$ cat src/rtl/lmcs_pkg.sv
/*
  Package for the loop mode and calibrate/sync control block.
  Assumes a plain register port with 12-bit byte addresses and 8-bit data.
*/
package lmcs_pkg;
  localparam int ADDR_W = 12;
  localparam int DATA_W = 8;
  localparam logic [11:0] LOOP_MODE_OFFS = 12'hA01;
  localparam logic [11:0] CAL_SYNC_OFFS = 12'hA02;
  localparam logic [11:0] UPDATE_OFFS = 12'hA10;
  localparam logic [11:0] STATUS_OFFS = 12'hA11;
  localparam int HOLD_BIT = 6;
  localparam int FREE_BIT = 5;
  localparam int MODE_LSB = 3;
  localparam int SYNC_BIT = 1;
  localparam int CAL_BIT = 0;
  localparam logic [7:0] LOOP_MODE_RST = 8'h00;
  localparam logic [7:0] CAL_SYNC_RST = 8'h00;
  localparam logic [7:0] LOOP_MODE_MASK = 8'h7F;
  localparam logic [7:0] CAL_SYNC_MASK = 8'h03;
  localparam logic [7:0] UPDATE_VAL = 8'h01;
  localparam logic [1:0] SEL_AUTO = 2'h0;
  localparam logic [1:0] SEL_FALLBACK = 2'h1;
  localparam logic [1:0] SEL_HOLDOVER = 2'h2;
  localparam logic [1:0] SEL_MANUAL = 2'h3;
  localparam int CLK_HZ = 20000000;
  localparam int CAL_TIME_US = 2000;
  localparam int CAL_CYCLES = CAL_TIME_US * (CLK_HZ / 1000000);

  typedef enum logic [1:0] {
    LMCS_LOOP_NORMAL,
    LMCS_LOOP_HOLDOVER,
    LMCS_LOOP_FREERUN
  } lmcs_loop_t;

  typedef enum {
    LMCS_CAL_IDLE,
    LMCS_CAL_ARMED,
    LMCS_CAL_RUN
  } lmcs_cal_state_t;

  typedef struct packed {
    logic [2:0] ref_sel;
    logic ref_active;
    logic [1:0] loop_state;
    logic use_freerun_word;
  } lmcs_ref_t;
endpackage : lmcs_pkg

$ cat src/rtl/lmcs_sync3.sv
/*
  Three-flop input conditioner for the reference validity pins.
  Assumes asynchronous inputs; output changes once stages two and three agree.
*/
`timescale 1ns/1ps
`default_nettype none
module lmcs_sync3 #(
  parameter int WIDTH = 8
) (
  input wire logic clk_i,
  input wire logic srst_i,
  input wire logic [WIDTH-1:0] async_i,
  output var logic [WIDTH-1:0] sync_o
);
  logic [WIDTH-1:0] s1_reg;
  logic [WIDTH-1:0] s2_reg;
  logic [WIDTH-1:0] s3_reg;
  logic [WIDTH-1:0] out_next;

  genvar g;
  generate
    for (g = 0; g < WIDTH; g++) begin : g_bit
      always_comb begin
        out_next[g] = (s2_reg[g] == s3_reg[g]) ? s3_reg[g] : sync_o[g];
      end
    end
  endgenerate

  always_ff @(posedge clk_i) begin
    if (srst_i) begin
      s1_reg <= '0;
      s2_reg <= '0;
      s3_reg <= '0;
      sync_o <= '0;
    end else begin
      s1_reg <= async_i;
      s2_reg <= s1_reg;
      s3_reg <= s2_reg;
      sync_o <= out_next;
    end
  end
endmodule : lmcs_sync3
`default_nettype wire

$ cat src/rtl/lmcs_top.sv
/*
  Loop mode control and calibrate/sync control for a clock synchronizer.
  Assumes a single-cycle register port, an automatic reference chooser outside
  that presents its pick, and reference validity pins from another domain.
*/
// Design decision made here: the address-and-strobe port.
`timescale 1ns/1ps
`default_nettype none
module lmcs_top
  import lmcs_pkg::*;
#(
  parameter int CAL_CYCLES_P = CAL_CYCLES
) (
  input wire logic clk_i,
  input wire logic srst_i,
  input wire logic [11:0] addr_i,
  input wire logic [7:0] wdata_i,
  input wire logic wr_i,
  input wire logic rd_i,
  output var logic [7:0] rdata_o,
  input wire logic [7:0] ref_valid_i,
  input wire logic [2:0] auto_ref_i,
  input wire logic auto_ref_ok_i,
  input wire logic pll_enable_i,
  output var logic [2:0] active_ref_o,
  output var logic ref_active_o,
  output var logic [1:0] loop_state_o,
  output var logic use_freerun_word_o,
  output var logic dist_stall_o,
  output var logic dist_sync_o,
  output var logic cal_busy_o,
  output var logic base_clk_stop_o,
  output var logic cal_band_sel_o,
  output var logic cal_amp_sel_o
);
  logic [7:0] ref_valid_s;
  logic [7:0] loop_reg;
  logic [7:0] loop_next;
  logic [7:0] cs_reg;
  logic [7:0] cs_next;
  logic [7:0] rdata_next;
  logic cal_prev_reg;
  logic cal_prev_next;
  logic sync_prev_reg;
  logic sync_prev_next;
  logic update;
  logic [31:0] cnt_reg;
  logic [31:0] cnt_next;
  lmcs_cal_state_t cal_reg;
  lmcs_cal_state_t cal_next;
  lmcs_ref_t ref_reg;
  lmcs_ref_t ref_next;
  logic stall_next;
  logic syncp_next;
  logic [1:0] mode;
  logic [2:0] user_ref;
  logic user_ok;

  lmcs_sync3 #(.WIDTH(8)) u_valid_sync (
    .clk_i(clk_i),
    .srst_i(srst_i),
    .async_i(ref_valid_i),
    .sync_o(ref_valid_s)
  );

  // Update strobe is any write to the update register with bit 0 set
  assign update = wr_i && (addr_i == UPDATE_OFFS) && wdata_i[0];

  always_comb begin
    loop_next = loop_reg;
    cs_next = cs_reg;
    rdata_next = 8'h00;
    if (wr_i && addr_i == LOOP_MODE_OFFS) begin
      loop_next = wdata_i & LOOP_MODE_MASK;
    end else if (wr_i && addr_i == CAL_SYNC_OFFS) begin
      cs_next = wdata_i & CAL_SYNC_MASK;
    end
    if (rd_i) begin
      if (addr_i == LOOP_MODE_OFFS) begin
        rdata_next = loop_reg;
      end else if (addr_i == CAL_SYNC_OFFS) begin
        rdata_next = cs_reg;
      end else if (addr_i == STATUS_OFFS) begin
        rdata_next = {ref_reg.ref_active, ref_reg.ref_sel, ref_reg.loop_state,
                      dist_stall_o, cal_busy_o};
      end else begin
        rdata_next = 8'h00;
      end
    end
  end

  // Reference selection logic; its outputs are registered below
  assign mode = loop_reg[MODE_LSB+1:MODE_LSB];
  assign user_ref = loop_reg[2:0]; // Code order is A, AA, B, BB, ...
  assign user_ok = ref_valid_s[user_ref];

  always_comb begin
    ref_next.use_freerun_word = 1'b0;
    ref_next.ref_sel = auto_ref_i;
    ref_next.ref_active = auto_ref_ok_i;
    ref_next.loop_state = LMCS_LOOP_NORMAL;
    case (mode)
      SEL_AUTO: begin
        ref_next.ref_sel = auto_ref_i;
        ref_next.ref_active = auto_ref_ok_i;
        ref_next.loop_state = auto_ref_ok_i ? LMCS_LOOP_NORMAL : LMCS_LOOP_HOLDOVER;
      end
      SEL_FALLBACK: begin
        ref_next.ref_sel = user_ok ? user_ref : auto_ref_i;
        ref_next.ref_active = user_ok || auto_ref_ok_i;
        ref_next.loop_state = ref_next.ref_active ? LMCS_LOOP_NORMAL : LMCS_LOOP_HOLDOVER;
      end
      SEL_HOLDOVER: begin
        ref_next.ref_sel = user_ref;
        ref_next.ref_active = user_ok;
        ref_next.loop_state = user_ok ? LMCS_LOOP_NORMAL : LMCS_LOOP_HOLDOVER;
      end
      default: begin
        ref_next.ref_sel = user_ref;
        ref_next.ref_active = 1'b1;
        ref_next.loop_state = LMCS_LOOP_NORMAL;
      end
    endcase
    if (loop_reg[HOLD_BIT]) begin
      ref_next.ref_active = 1'b0;
      ref_next.loop_state = LMCS_LOOP_HOLDOVER;
    end
    // Checked last so free-run overrides a forced holdover
    if (loop_reg[FREE_BIT]) begin
      ref_next.ref_active = 1'b0;
      ref_next.loop_state = LMCS_LOOP_FREERUN;
      ref_next.use_freerun_word = 1'b1;
    end
  end

  // Distribution stall and sync
  always_comb begin
    sync_prev_next = cs_reg[SYNC_BIT];
    stall_next = cs_reg[SYNC_BIT];
    syncp_next = sync_prev_reg && !cs_reg[SYNC_BIT];
  end

  // Calibration: the rise is latched, then consumed by the next update made while pll_enable_i is high.
  // Software must clear and re-set the bit to rearm
  always_comb begin
    cal_prev_next = cs_reg[CAL_BIT];
    cal_next = cal_reg;
    cnt_next = cnt_reg;
    case (cal_reg)
      LMCS_CAL_IDLE: begin
        if (cs_reg[CAL_BIT] && !cal_prev_reg) begin
          cal_next = LMCS_CAL_ARMED;
        end
      end
      LMCS_CAL_ARMED: begin
        if (!cs_reg[CAL_BIT]) begin
          cal_next = LMCS_CAL_IDLE;
        end else if (update && pll_enable_i) begin
          cal_next = LMCS_CAL_RUN;
          cnt_next = 32'(CAL_CYCLES_P - 1);
        end
      end
      default: begin
        if (cnt_reg == 32'h00000000) begin
          cal_next = LMCS_CAL_IDLE;
        end else begin
          cnt_next = cnt_reg - 32'h00000001;
        end
      end
    endcase
  end

  always_ff @(posedge clk_i) begin
    if (srst_i) begin
      loop_reg <= LOOP_MODE_RST;
      cs_reg <= CAL_SYNC_RST;
      rdata_o <= 8'h00;
      cal_prev_reg <= 1'b0;
      sync_prev_reg <= 1'b0;
      cal_reg <= LMCS_CAL_IDLE;
      cnt_reg <= 32'h00000000;
      ref_reg <= '0;
      dist_stall_o <= 1'b0;
      dist_sync_o <= 1'b0;
      cal_busy_o <= 1'b0;
      base_clk_stop_o <= 1'b0;
      cal_band_sel_o <= 1'b0;
      cal_amp_sel_o <= 1'b0;
      active_ref_o <= 3'h0;
      ref_active_o <= 1'b0;
      loop_state_o <= 2'h0;
      use_freerun_word_o <= 1'b0;
    end else begin
      loop_reg <= loop_next;
      cs_reg <= cs_next;
      rdata_o <= rdata_next;
      cal_prev_reg <= cal_prev_next;
      sync_prev_reg <= sync_prev_next;
      cal_reg <= cal_next;
      cnt_reg <= cnt_next;
      ref_reg <= ref_next;
      dist_stall_o <= stall_next;
      dist_sync_o <= syncp_next;
      cal_busy_o <= (cal_next == LMCS_CAL_RUN);
      base_clk_stop_o <= (cal_next == LMCS_CAL_RUN);
      cal_band_sel_o <= (cal_next == LMCS_CAL_RUN);
      cal_amp_sel_o <= (cal_next == LMCS_CAL_RUN);
      active_ref_o <= ref_next.ref_sel;
      ref_active_o <= ref_next.ref_active;
      loop_state_o <= ref_next.loop_state;
      use_freerun_word_o <= ref_next.use_freerun_word;
    end
  end
endmodule : lmcs_top
`default_nettype wire

$ cat config.mk
export PLATFORM = sky130hd
export DESIGN_NAME = lmcs_top
export DESIGN_NICKNAME = d
export VERILOG_FILES = /design/src/rtl/lmcs_pkg.sv /design/src/rtl/lmcs_sync3.sv /design/src/rtl/lmcs_top.sv
export SDC_FILE = /design/constraint.sdc
export NUM_CORES = 1
export LEC_CHECK = 0
export BUFFER_PORTS_ARGS = -buffer_cell sky130_fd_sc_hd__buf_2
export CORE_ASPECT_RATIO = 0.5
export CORE_UTILIZATION = 40
export DETAILED_ROUTE_END_ITERATION = 10
export GPL_TIMING_DRIVEN = 1
export SKIP_LAST_GASP = 1
export SLEW_MARGIN = 20
export SYNTH_ARGS = -nofsm -noshare
export SYNTH_HDL_FRONTEND = slang
export SYNTH_SLANG_ARGS = --single-unit
export TNS_END_PERCENT = 50
$ cat constraint.sdc
create_clock -name clk_i -period 3.8 [get_ports clk_i]
set_input_delay 0.38 -clock clk_i [delete_from_list [all_inputs] [get_ports clk_i]]
set_output_delay 0.38 -clock clk_i [all_outputs]
set_load 0.02 [all_outputs]
==> run metrics, run 1 <==
mean post-synth cell area=9.52 sq um; Reg clk slew, reported paths=around 0.060 ns; Mapped Area=around 0.0047 sq mm; CTS buffer count=17; sequential element share of the synthesized area=52.8%; P per Cell Area=between 500 and 600 mW/mm^2; Crit path arrival time=3.36 ns; leading area contributor after synthesis=dfxtp_1; IO Count=58; max incr delay on CP=0.69 ns; Fin Hold WS=roughly 0.19 ns; fill cell count=approximately 1000; Initial DRC Count=179; DR DRC count=0; final worst slack=approximately 0.77 ns; IR drop worst, VDD=0.295 mV; skew final=around 0.008 ns; vias=about 3500; status=finished, final reports clean; initial core utilization=41.7%; H-tree depth=4; detailed-router iteration count before antenna repair=5; Hold Fails Final Rpt=0; type of the most critical hold path=in -> reg; number of port buffers=56; critical path class=reg -> reg; crit path launch type=flip-flop; Max Slew Vio Count=0; Slew headroom=between 50 and 60%; total track usage=between 15 and 20%; hpwl dp=roughly 5900 um; core area=around 0.011 sq mm; Max FO, Critical Path=9; Fmax=about 0.33 GHz; CP max stage cell=or4_1; PostCTS Resize Cnt=0; post-route ant nets=0; ys async rst share=0%; Layout area overhead=21.4%; vias in the first global route=about 3200; post-DR wirelength/cell=12.7 um; FP Rows=27; Top FF cell, synth=dfxtp_1; Clock Sinks=roughly 120; Setup violations, final=0; dominant cells by area after synthesis=dfxtp_1 53%, and2_1 4.2%, nor2b_1 3.9%; final WL=roughly 9000 um; Final min period=around 3.0 ns; number of hold buffers added after CTS=0; Antenna Cells=0; die width=155 um; CTS tree=built; number of synthesized flops with an enable pin=0; synth unique cells=47; Post-Route Setup TNS=0 ns; clk buf depth=2; Root Driver=clkbuf_16; Tcrit/Tclk final=approximately 80%; Top Family by Delay on Critical Path=simple AND/OR/NAND/NOR gates; Worst-Skew Late Latency=0.40 ns; die height=between 70 and 80 um; most frequent cells in the layout=123 x dfxtp_1, 56 x buf_2, 39 x nor2_1, 31 x a21oi_1, 31 x and2_1; layout cells sized above 1=a little under a fifth; crit path buf inv count=0; Critical Path RT=between 4 and 5 ns; die area=0.0121 sq mm; worst slack, placed=~0.80 ns; largest net degree at the start of global routing=63; first-pass GRT wire length=around 15000 um; crit-path most repeated cell=or3_1; crit end category=flip-flop; Tightest Pin Transition=around 0.7 ns; commonest non-fill, non-tap cell in the layout=dfxtp_1; Critical Path, Cell by Cell=or4_1, or3_1, or2_1, or4_4, or3_1, a21oi_1; nets=between 500 and 600; Max Cap Violations=0; Cells after Synth=490; post-DR vias/cell=4.89; Post-Syn Nets=529; share of the synthesized area in the top cell type=a little over half; LEAKAGE=2.29 nW; GRT overflow=0; initial antenna violation count=0; Warnings, synthesis=0; RSZ-0062 raised after global routing=no; gp weighted congestion=~0.76; Synth Register Bits=123; postcts setup bufs=0
==> where the power goes <==
part | leakage [nW] | internal [mW] | switching (mW)
Combinational | 1.00 | 0.0273 | 0.0382
Sequential | 0.996 | 1.30 | 0.00465
Clock | 0.292 | 1.07 | 0.583
==> Yosys cell counts (all sizes together) (2+ instances only) <==
master and number:
dfxtp 123, nor2 39, a21oi 31, and2 31
nor2b 29, nor4 26, clkbuf 22, nand2 22
nand3 20, nor3 18, xnor2 14, o21ai 13
xor2 12, or4 11, or3 10, buf 8
a22o 6, nand4 6, mux2i 5, nand2b 5
nor4b 5, inv 4, or2 4, and3 3
a211oi 2, a222oi 2, and4 2, ha 2
mux4 2
==> final cells by class <==
| class | count | area (sq um) | share of cell area, % |
|---|---|---|---|
| well taps | 159 | 199 | 3.51 |
| repair buffers | 61 | 318 | 5.61 |
| inverters | 4 | 15.0 | 0.265 |
| multi-input cells | 333 | 2050 | 36.2 |
| flip-flops and latches | 123 | 2460 | 43.5 |
| clock inverters | 13 | 165 | 2.92 |
| clock buffers | 19 | 453 | 8.00 |
==> per-layer routing <==
layer / share of wire (%) / global-route usage [%] / up-vias
met5: 0 / 0 / -
met2: 42 / 22.5 / 72
li1: - / - / 1825
met1: 53 / 22.3 / 1572
met4: 1.3 / 7.13 / 0
met3: 4.1 / 4.91 / 14
==> path summary, 6_finish.rpt <==
kind                                             start                      to  slack [ns]  depth (start not counted)
worst max register to register              cnt_reg[4]             cnt_reg[27]        0.77                          6
worst min register to register  u_valid_sync.s1_reg[5]  u_valid_sync.s2_reg[5]        0.43                          1
worst min-delay path                    ref_valid_i[0]  u_valid_sync.s1_reg[0]        0.19                          2
worst max-delay path                        cnt_reg[4]             cnt_reg[27]        0.77                          6
==> stage by stage <==
step / std cells / utilization (%) / power, mW / instance area (sq um)
3_3_place_gp: 680 / 45.1 / 1.40 / 5040
5_1_grt: 712 / 50.6 / 3.14 / 5660
3_5_place_dp: 680 / 45.1 / 1.40 / 5040
2_1_floorplan: 490 / - / 1.37 / 4660
6_report: 712 / 50.6 / 3.03 / 5660
4_1_cts: 712 / 50.6 / 3.06 / 5660
==> cell families after synthesis <==
logic type	count (synthesis)	synth area share [%]
multiplexers	7	2.04
adder cells (fa/ha/maj)	2	0.537
AND/OR/NAND/NOR	237	28.6
flip-flops	123	52.8
XOR/XNOR	26	4.88
buffers and inverters	34	3.27
AO/OA/AOI/OAI	61	7.86
(Power assumes the default switching activity.)
==> inputs of run 2 (changes only) <==
Clock period 3.8 ns to 3.1 ns, I/O delays scaled along.
==> run metrics, run 2 (synthesis results as in run 1) <==
post-DR wirelength/cell=12.8 um; type of the most critical hold path=in -> reg; initial antenna violation count=0; max incr delay on CP=around 0.6 ns; Slew headroom=between 50% and 60%; CP max stage cell=or4_1; final WL=9200 um; Final min period=around 2.8 ns; crit path to=cnt_reg[27]; crit path launch type=flip-flop; r2r setup slk=between 0.3 and 0.4 ns; Hold Fails Final Rpt=0; Max Cap Violations=0; crit-path most repeated cell=or3_1; number of hold buffers added after CTS=0; DR DRC count=0; Reg2Reg Depth=6; initial core utilization=a little over two fifths; core area=between 0.01 and 0.015 sq mm; LEAKAGE=around 2.3 nW; RSZ-0062 raised after global routing=no; die height=around 78 um; Critical Path RT=around 3.4 ns; number of port buffers=56; Root Driver=clkbuf_16; Fmax=around 0.36 GHz; crit end category=flip-flop; dpl cell area=slightly above 0.005 sq mm; Fin Hold WS=0.107 ns; detailed-router iteration count before antenna repair=4; Tcrit/Tclk final=about nine tenths; Antenna Cells=0; Setup violations, final=0; largest net degree at the start of global routing=between 60 and 70; Reg clk slew, reported paths=0.06 ns; FF-to-FF Start=cnt_reg[8]; crit path buf inv count=0; Initial DRC Count=181; Crit path arrival time=roughly 3.1 ns; layout cells sized above 1=19.1%; vias in the first global route=3341; IO Count=58; skew final=between 0.01 and 0.015 ns; Critical Path, Cell by Cell=or4_1, or3_1, or2_1, or4_4, or3_1, a21oi_1; post-DR vias/cell=4.91; Top Family by Delay on Critical Path=simple AND/OR/NAND/NOR gates; CTS tree=built; H-tree depth=4; post-layout util=50.8%; CTS buffer count=17; Max FO, Critical Path=9; final instance area=0.00568 sq mm; Post-Route Setup TNS=0 ns; CP startpoint=cnt_reg[8]; FF-to-FF End=cnt_reg[27]; clk buf depth=2; commonest non-fill, non-tap cell in the layout=dfxtp_1; PostCTS Resize Cnt=0; total track usage=16.4%; hpwl dp=between 6000 and 7000 um; FP Rows=27; Tightest Pin Transition=just under 0.7 ns; Layout area overhead=21.9%; P per Cell Area=about 640 mW/mm^2; vias=~3500; Max Slew Vio Count=0; Clock Sinks=roughly 120; die width=155 um; IR drop worst, VDD=0.399 mV; most frequent cells in the layout=123 x dfxtp_1, 56 x buf_2, 39 x nor2_1, 31 x a21oi_1, 31 x and2_1; nets=between 500 and 600; first-pass GRT wire length=15700 um; die area=roughly 0.012 sq mm; GRT overflow=0; postcts setup bufs=0; Worst-Skew Late Latency=0.41 ns; status=finished, final reports clean; post-route ant nets=0; gp weighted congestion=between 0.8 and 0.9; critical path class=reg -> reg; CP Depth=6
-- run 2: cell type report --
cell class | count | area, sq um
Clock buffer | 19 | 453
Clock inverter | 13 | 143
Fill cell | 1051 | 5500
Inverter | 4 | 15.0
Multi-Input combinational cell | 333 | 2050
Sequential cell | 123 | 2460
Tap cell | 159 | 199
Timing Repair Buffer | 67 | 363
-- run 2: where the power goes --
part | internal [mW] | switching, mW | total, mW | leakage, nW
sequential | 1.60 | 0.00588 | 1.60 | 0.996
clock | 1.23 | 0.716 | 1.95 | 0.290
combinational | 0.0334 | 0.0470 | 0.0804 | 1.03
-- run 2: worst min-delay path by stage --
stage | startpoint | endpoint | slack, ns | cells past startpoint
floorplan | u_valid_sync.s1_reg[0] | u_valid_sync.s2_reg[0] | 0.41 | 1
detailed placement | u_valid_sync.s1_reg[4] | u_valid_sync.s2_reg[4] | 0.42 | 1
CTS | ref_valid_i[5] | u_valid_sync.s1_reg[5] | 0.09 | 2
global placement | u_valid_sync.s1_reg[5] | u_valid_sync.s2_reg[5] | 0.42 | 1
finish | ref_valid_i[5] | u_valid_sync.s1_reg[5] | 0.11 | 2
global route | ref_valid_i[5] | u_valid_sync.s1_reg[5] | 0.09 | 2
-- run 2: layer usage --
metal  part of all wire [%]  wire length [um]  global-route usage, %  vias to the layer above
met1                     53              4900                   22.1                     1610
li1                       -                 -                      -                     1846
met5                      0                 0                      0                        -
met2                     43              3920                   24.8                       59
met4                   0.66                61                   7.13                        0
met3                    3.5               320                   4.42                        8
-- run 2: stage by stage --
step                      setup slack [ns]  cells  power [mW]
after CTS                            0.320    718        3.68
final                                0.325    718        3.63
after global routing                 0.226    718        3.76
after detailed placement             0.345    686        1.72
after global placement               0.352    686        1.72
after floorplan                      0.255    490        1.68
-- run 2: worst register-to-register path, delay by kind of cell (launching register included) --
kind,cells,cell delay (ns)
AND/OR/NAND/NOR,5,2.22
AO/OA/AOI/OAI,1,0.14
flip-flops,1,0.34
==> inputs of run 3 (changes only) <==
Settings changed: ABC_AREA from default to 1.
==> run metrics, run 3 <==
status=finished, final reports clean; Critical Path RT=around 3.4 ns; CP max stage cell=nand4_2; Fin Hold WS=0.0815 ns; ys async rst share=0%; FF-to-FF Start=cnt_reg[0]; mean post-synth cell area=approximately 7.2 sq um; clk buf depth=2; max incr delay on CP=0.54 ns; IO Count=between 50 and 60; Max Slew Vio Count=0; post-DR wirelength/cell=~12 um; dominant cells by area after synthesis=dfxtp_1 45%, nor2_1 11%, nand2_1 9.7%; post-route ant nets=0; Initial DRC Count=between 300 and 400; Layout area overhead=17.4%; CTS tree=built; layout cells sized above 1=14.5%; die area=roughly 0.014 sq mm; nets=roughly 850; Fmax=between 0.4 and 0.5 GHz; post-DR vias/cell=4.84; crit end category=flip-flop; Commonest cells post-synth=155 x nor2_1, 141 x nand2_1, 123 x dfxtp_1, 74 x inv_1, 63 x a21oi_1; most frequent cells in the layout=155 x nor2_1, 141 x nand2_1, 123 x dfxtp_1, 74 x inv_1, 63 x a21oi_1; Slew headroom=54.0%; vias=4796; number of synthesized flops with an enable pin=0; vias in the first global route=around 4400; Worst-Skew Late Latency=0.42 ns; Critical Path, Cell by Cell=inv_1, ha_1, nand2_1, nor2_1, nand4_2, buf_4, o41ai_1, nand3b_1, nor3_1; gp weighted congestion=0.888; Root Driver=clkbuf_16; detailed-router iteration count before antenna repair=5; Setup violations, final=0; Crit path arrival time=2.58 ns; commonest non-fill, non-tap cell in the layout=nor2_1; first-pass GRT wire length=20700 um; Min-Delay Endpoint=u_valid_sync.s1_reg[4]; number of port buffers=56; FP Rows=29; Final Non-Filler Cells=990; Synth Register Bits=approximately 120; skew final=about 0.015 ns; Tightest Pin Transition=0.685 ns; P per Cell Area=roughly 570 mW/mm^2; Reg clk slew, reported paths=0.07 ns; Post-Route Setup TNS=0 ns; share of the synthesized area in the top cell type=between 40% and 50%; initial core utilization=a little over two fifths; type of the most critical hold path=in -> reg; sequential element share of the synthesized area=about 45%; die width=roughly 170 um; hold_sp=ref_valid_i[4]; PostCTS Resize Cnt=0; number of hold buffers added after CTS=0; Max FO, Critical Path=27; Top FF cell, synth=dfxtp_1; core area=around 0.013 sq mm; H-tree depth=4; final WL=roughly 12000 um; Warnings, synthesis=0; DR DRC count=0; Antenna Cells=0; Final min period=2.24 ns; Tcrit/Tclk final=~72%; GRT overflow=0; Hold Fails Final Rpt=0; total track usage=18.3%; LEAKAGE=between 2 and 3 nW; r2r setup slk=0.86 ns; Clock Sinks=123; initial antenna violation count=0; leading area contributor after synthesis=dfxtp_1; DP Cell Count=about 960; synth unique cells=between 40 and 50; Hold Path Cell Cnt=3; FF-to-FF End=cal_amp_sel_o; largest net degree at the start of global routing=61; Max Cap Violations=0; crit path launch type=flip-flop; Mapped Area=between 0.005 and 0.006 sq mm; Post-Syn Nets=between 700 and 800; CTS buffer count=17; RSZ-0062 raised after global routing=no; Reg2Reg Depth=9; count leader, synth=nor2_1; die height=around 85 um; Cells after Synth=755; postcts setup bufs=0; hpwl dp=around 8400 um; IR drop worst, VDD=between 0.2 and 0.3 mV; critical path class=reg -> reg
## run 3: changes by cell type in the layout (fill, tap and decap cells not counted), sizes merged, moves of 24 or more
cell   change
a21oi     +32
and2      -30
inv       +81
nand2    +125
nor2     +124
nor2b     -29
nor4      -24
o21ai     +26
## run 3: cells by family (layout without fill, tap and decap cells)
family                   Yosys count  count (layout)  synth area share, %
AND/OR/NAND/NOR                  384             384                 31.1
flip-flops                       123             123                 45.1
AO/OA/AOI/OAI                    119             119                 11.7
buffers and inverters            106             171                 8.29
XOR/XNOR                          21              21                 3.37
adder cells (fa/ha/maj)            2               2                0.458
## run 3: cell type report
class	count	area, sq um
tap	170	213
sequential	123	2460
timing repair buffer	60	310
multi-input combinational	526	2550
clock inverter	15	151
clock buffer	17	425
fill	1336	6580
inverter	79	302
## run 3: how the worst max path moves through the flow
stage / startpoint / end / slack (ns)
after floorplan: cnt_reg[0] / cnt_reg[9] / 1.53
after global placement: cnt_reg[0] / cal_amp_sel_o / 0.86
after detailed placement: cnt_reg[0] / cal_amp_sel_o / 0.85
after CTS: cnt_reg[0] / cal_amp_sel_o / 0.84
after global routing: cnt_reg[0] / cal_amp_sel_o / 0.53
final: cnt_reg[0] / cal_amp_sel_o / 0.86
## run 3: worst max-delay path: cells and delay by family, from the launching register on
family	cells	cell delay, ns
AOI/OAI and AO/OA	1	0.07
adders and majority gates	1	0.22
buffers and inverters	2	0.56
DFF	1	0.31
and+or+nand+nor	5	1.01
## run 3: per-stage QoR
stage               instance area, sq um  power (mW)  utilization, %  setup slack, ns
floorplan                           5460        1.69               -             1.53
global placement                    5830        1.73            44.9            0.858
detailed placement                  5830        1.73            44.9            0.850
CTS                                 6410        3.68            49.4            0.836
global route                        6410        3.76            49.4            0.526
finish                              6410        3.64            49.4            0.856
## run 3: per-layer routing
metal	share of wire [%]	vias to the layer above	wire length, um	track usage, %
met2	46	64	5520	30.0
met1	49	2200	5910	23.6
met3	3.6	12	426	4.81
met4	0.94	0	112	6.34
li1	-	2520	-	-
met5	0	-	0	0
## run 3: report_power, final
| group | total (mW) | internal (mW) | switching (mW) |
|---|---|---|---|
| registers | 1.60 | 1.60 | 0.00690 |
| logic | 0.0943 | 0.0332 | 0.0611 |
| clock network | 1.94 | 1.13 | 0.810 |
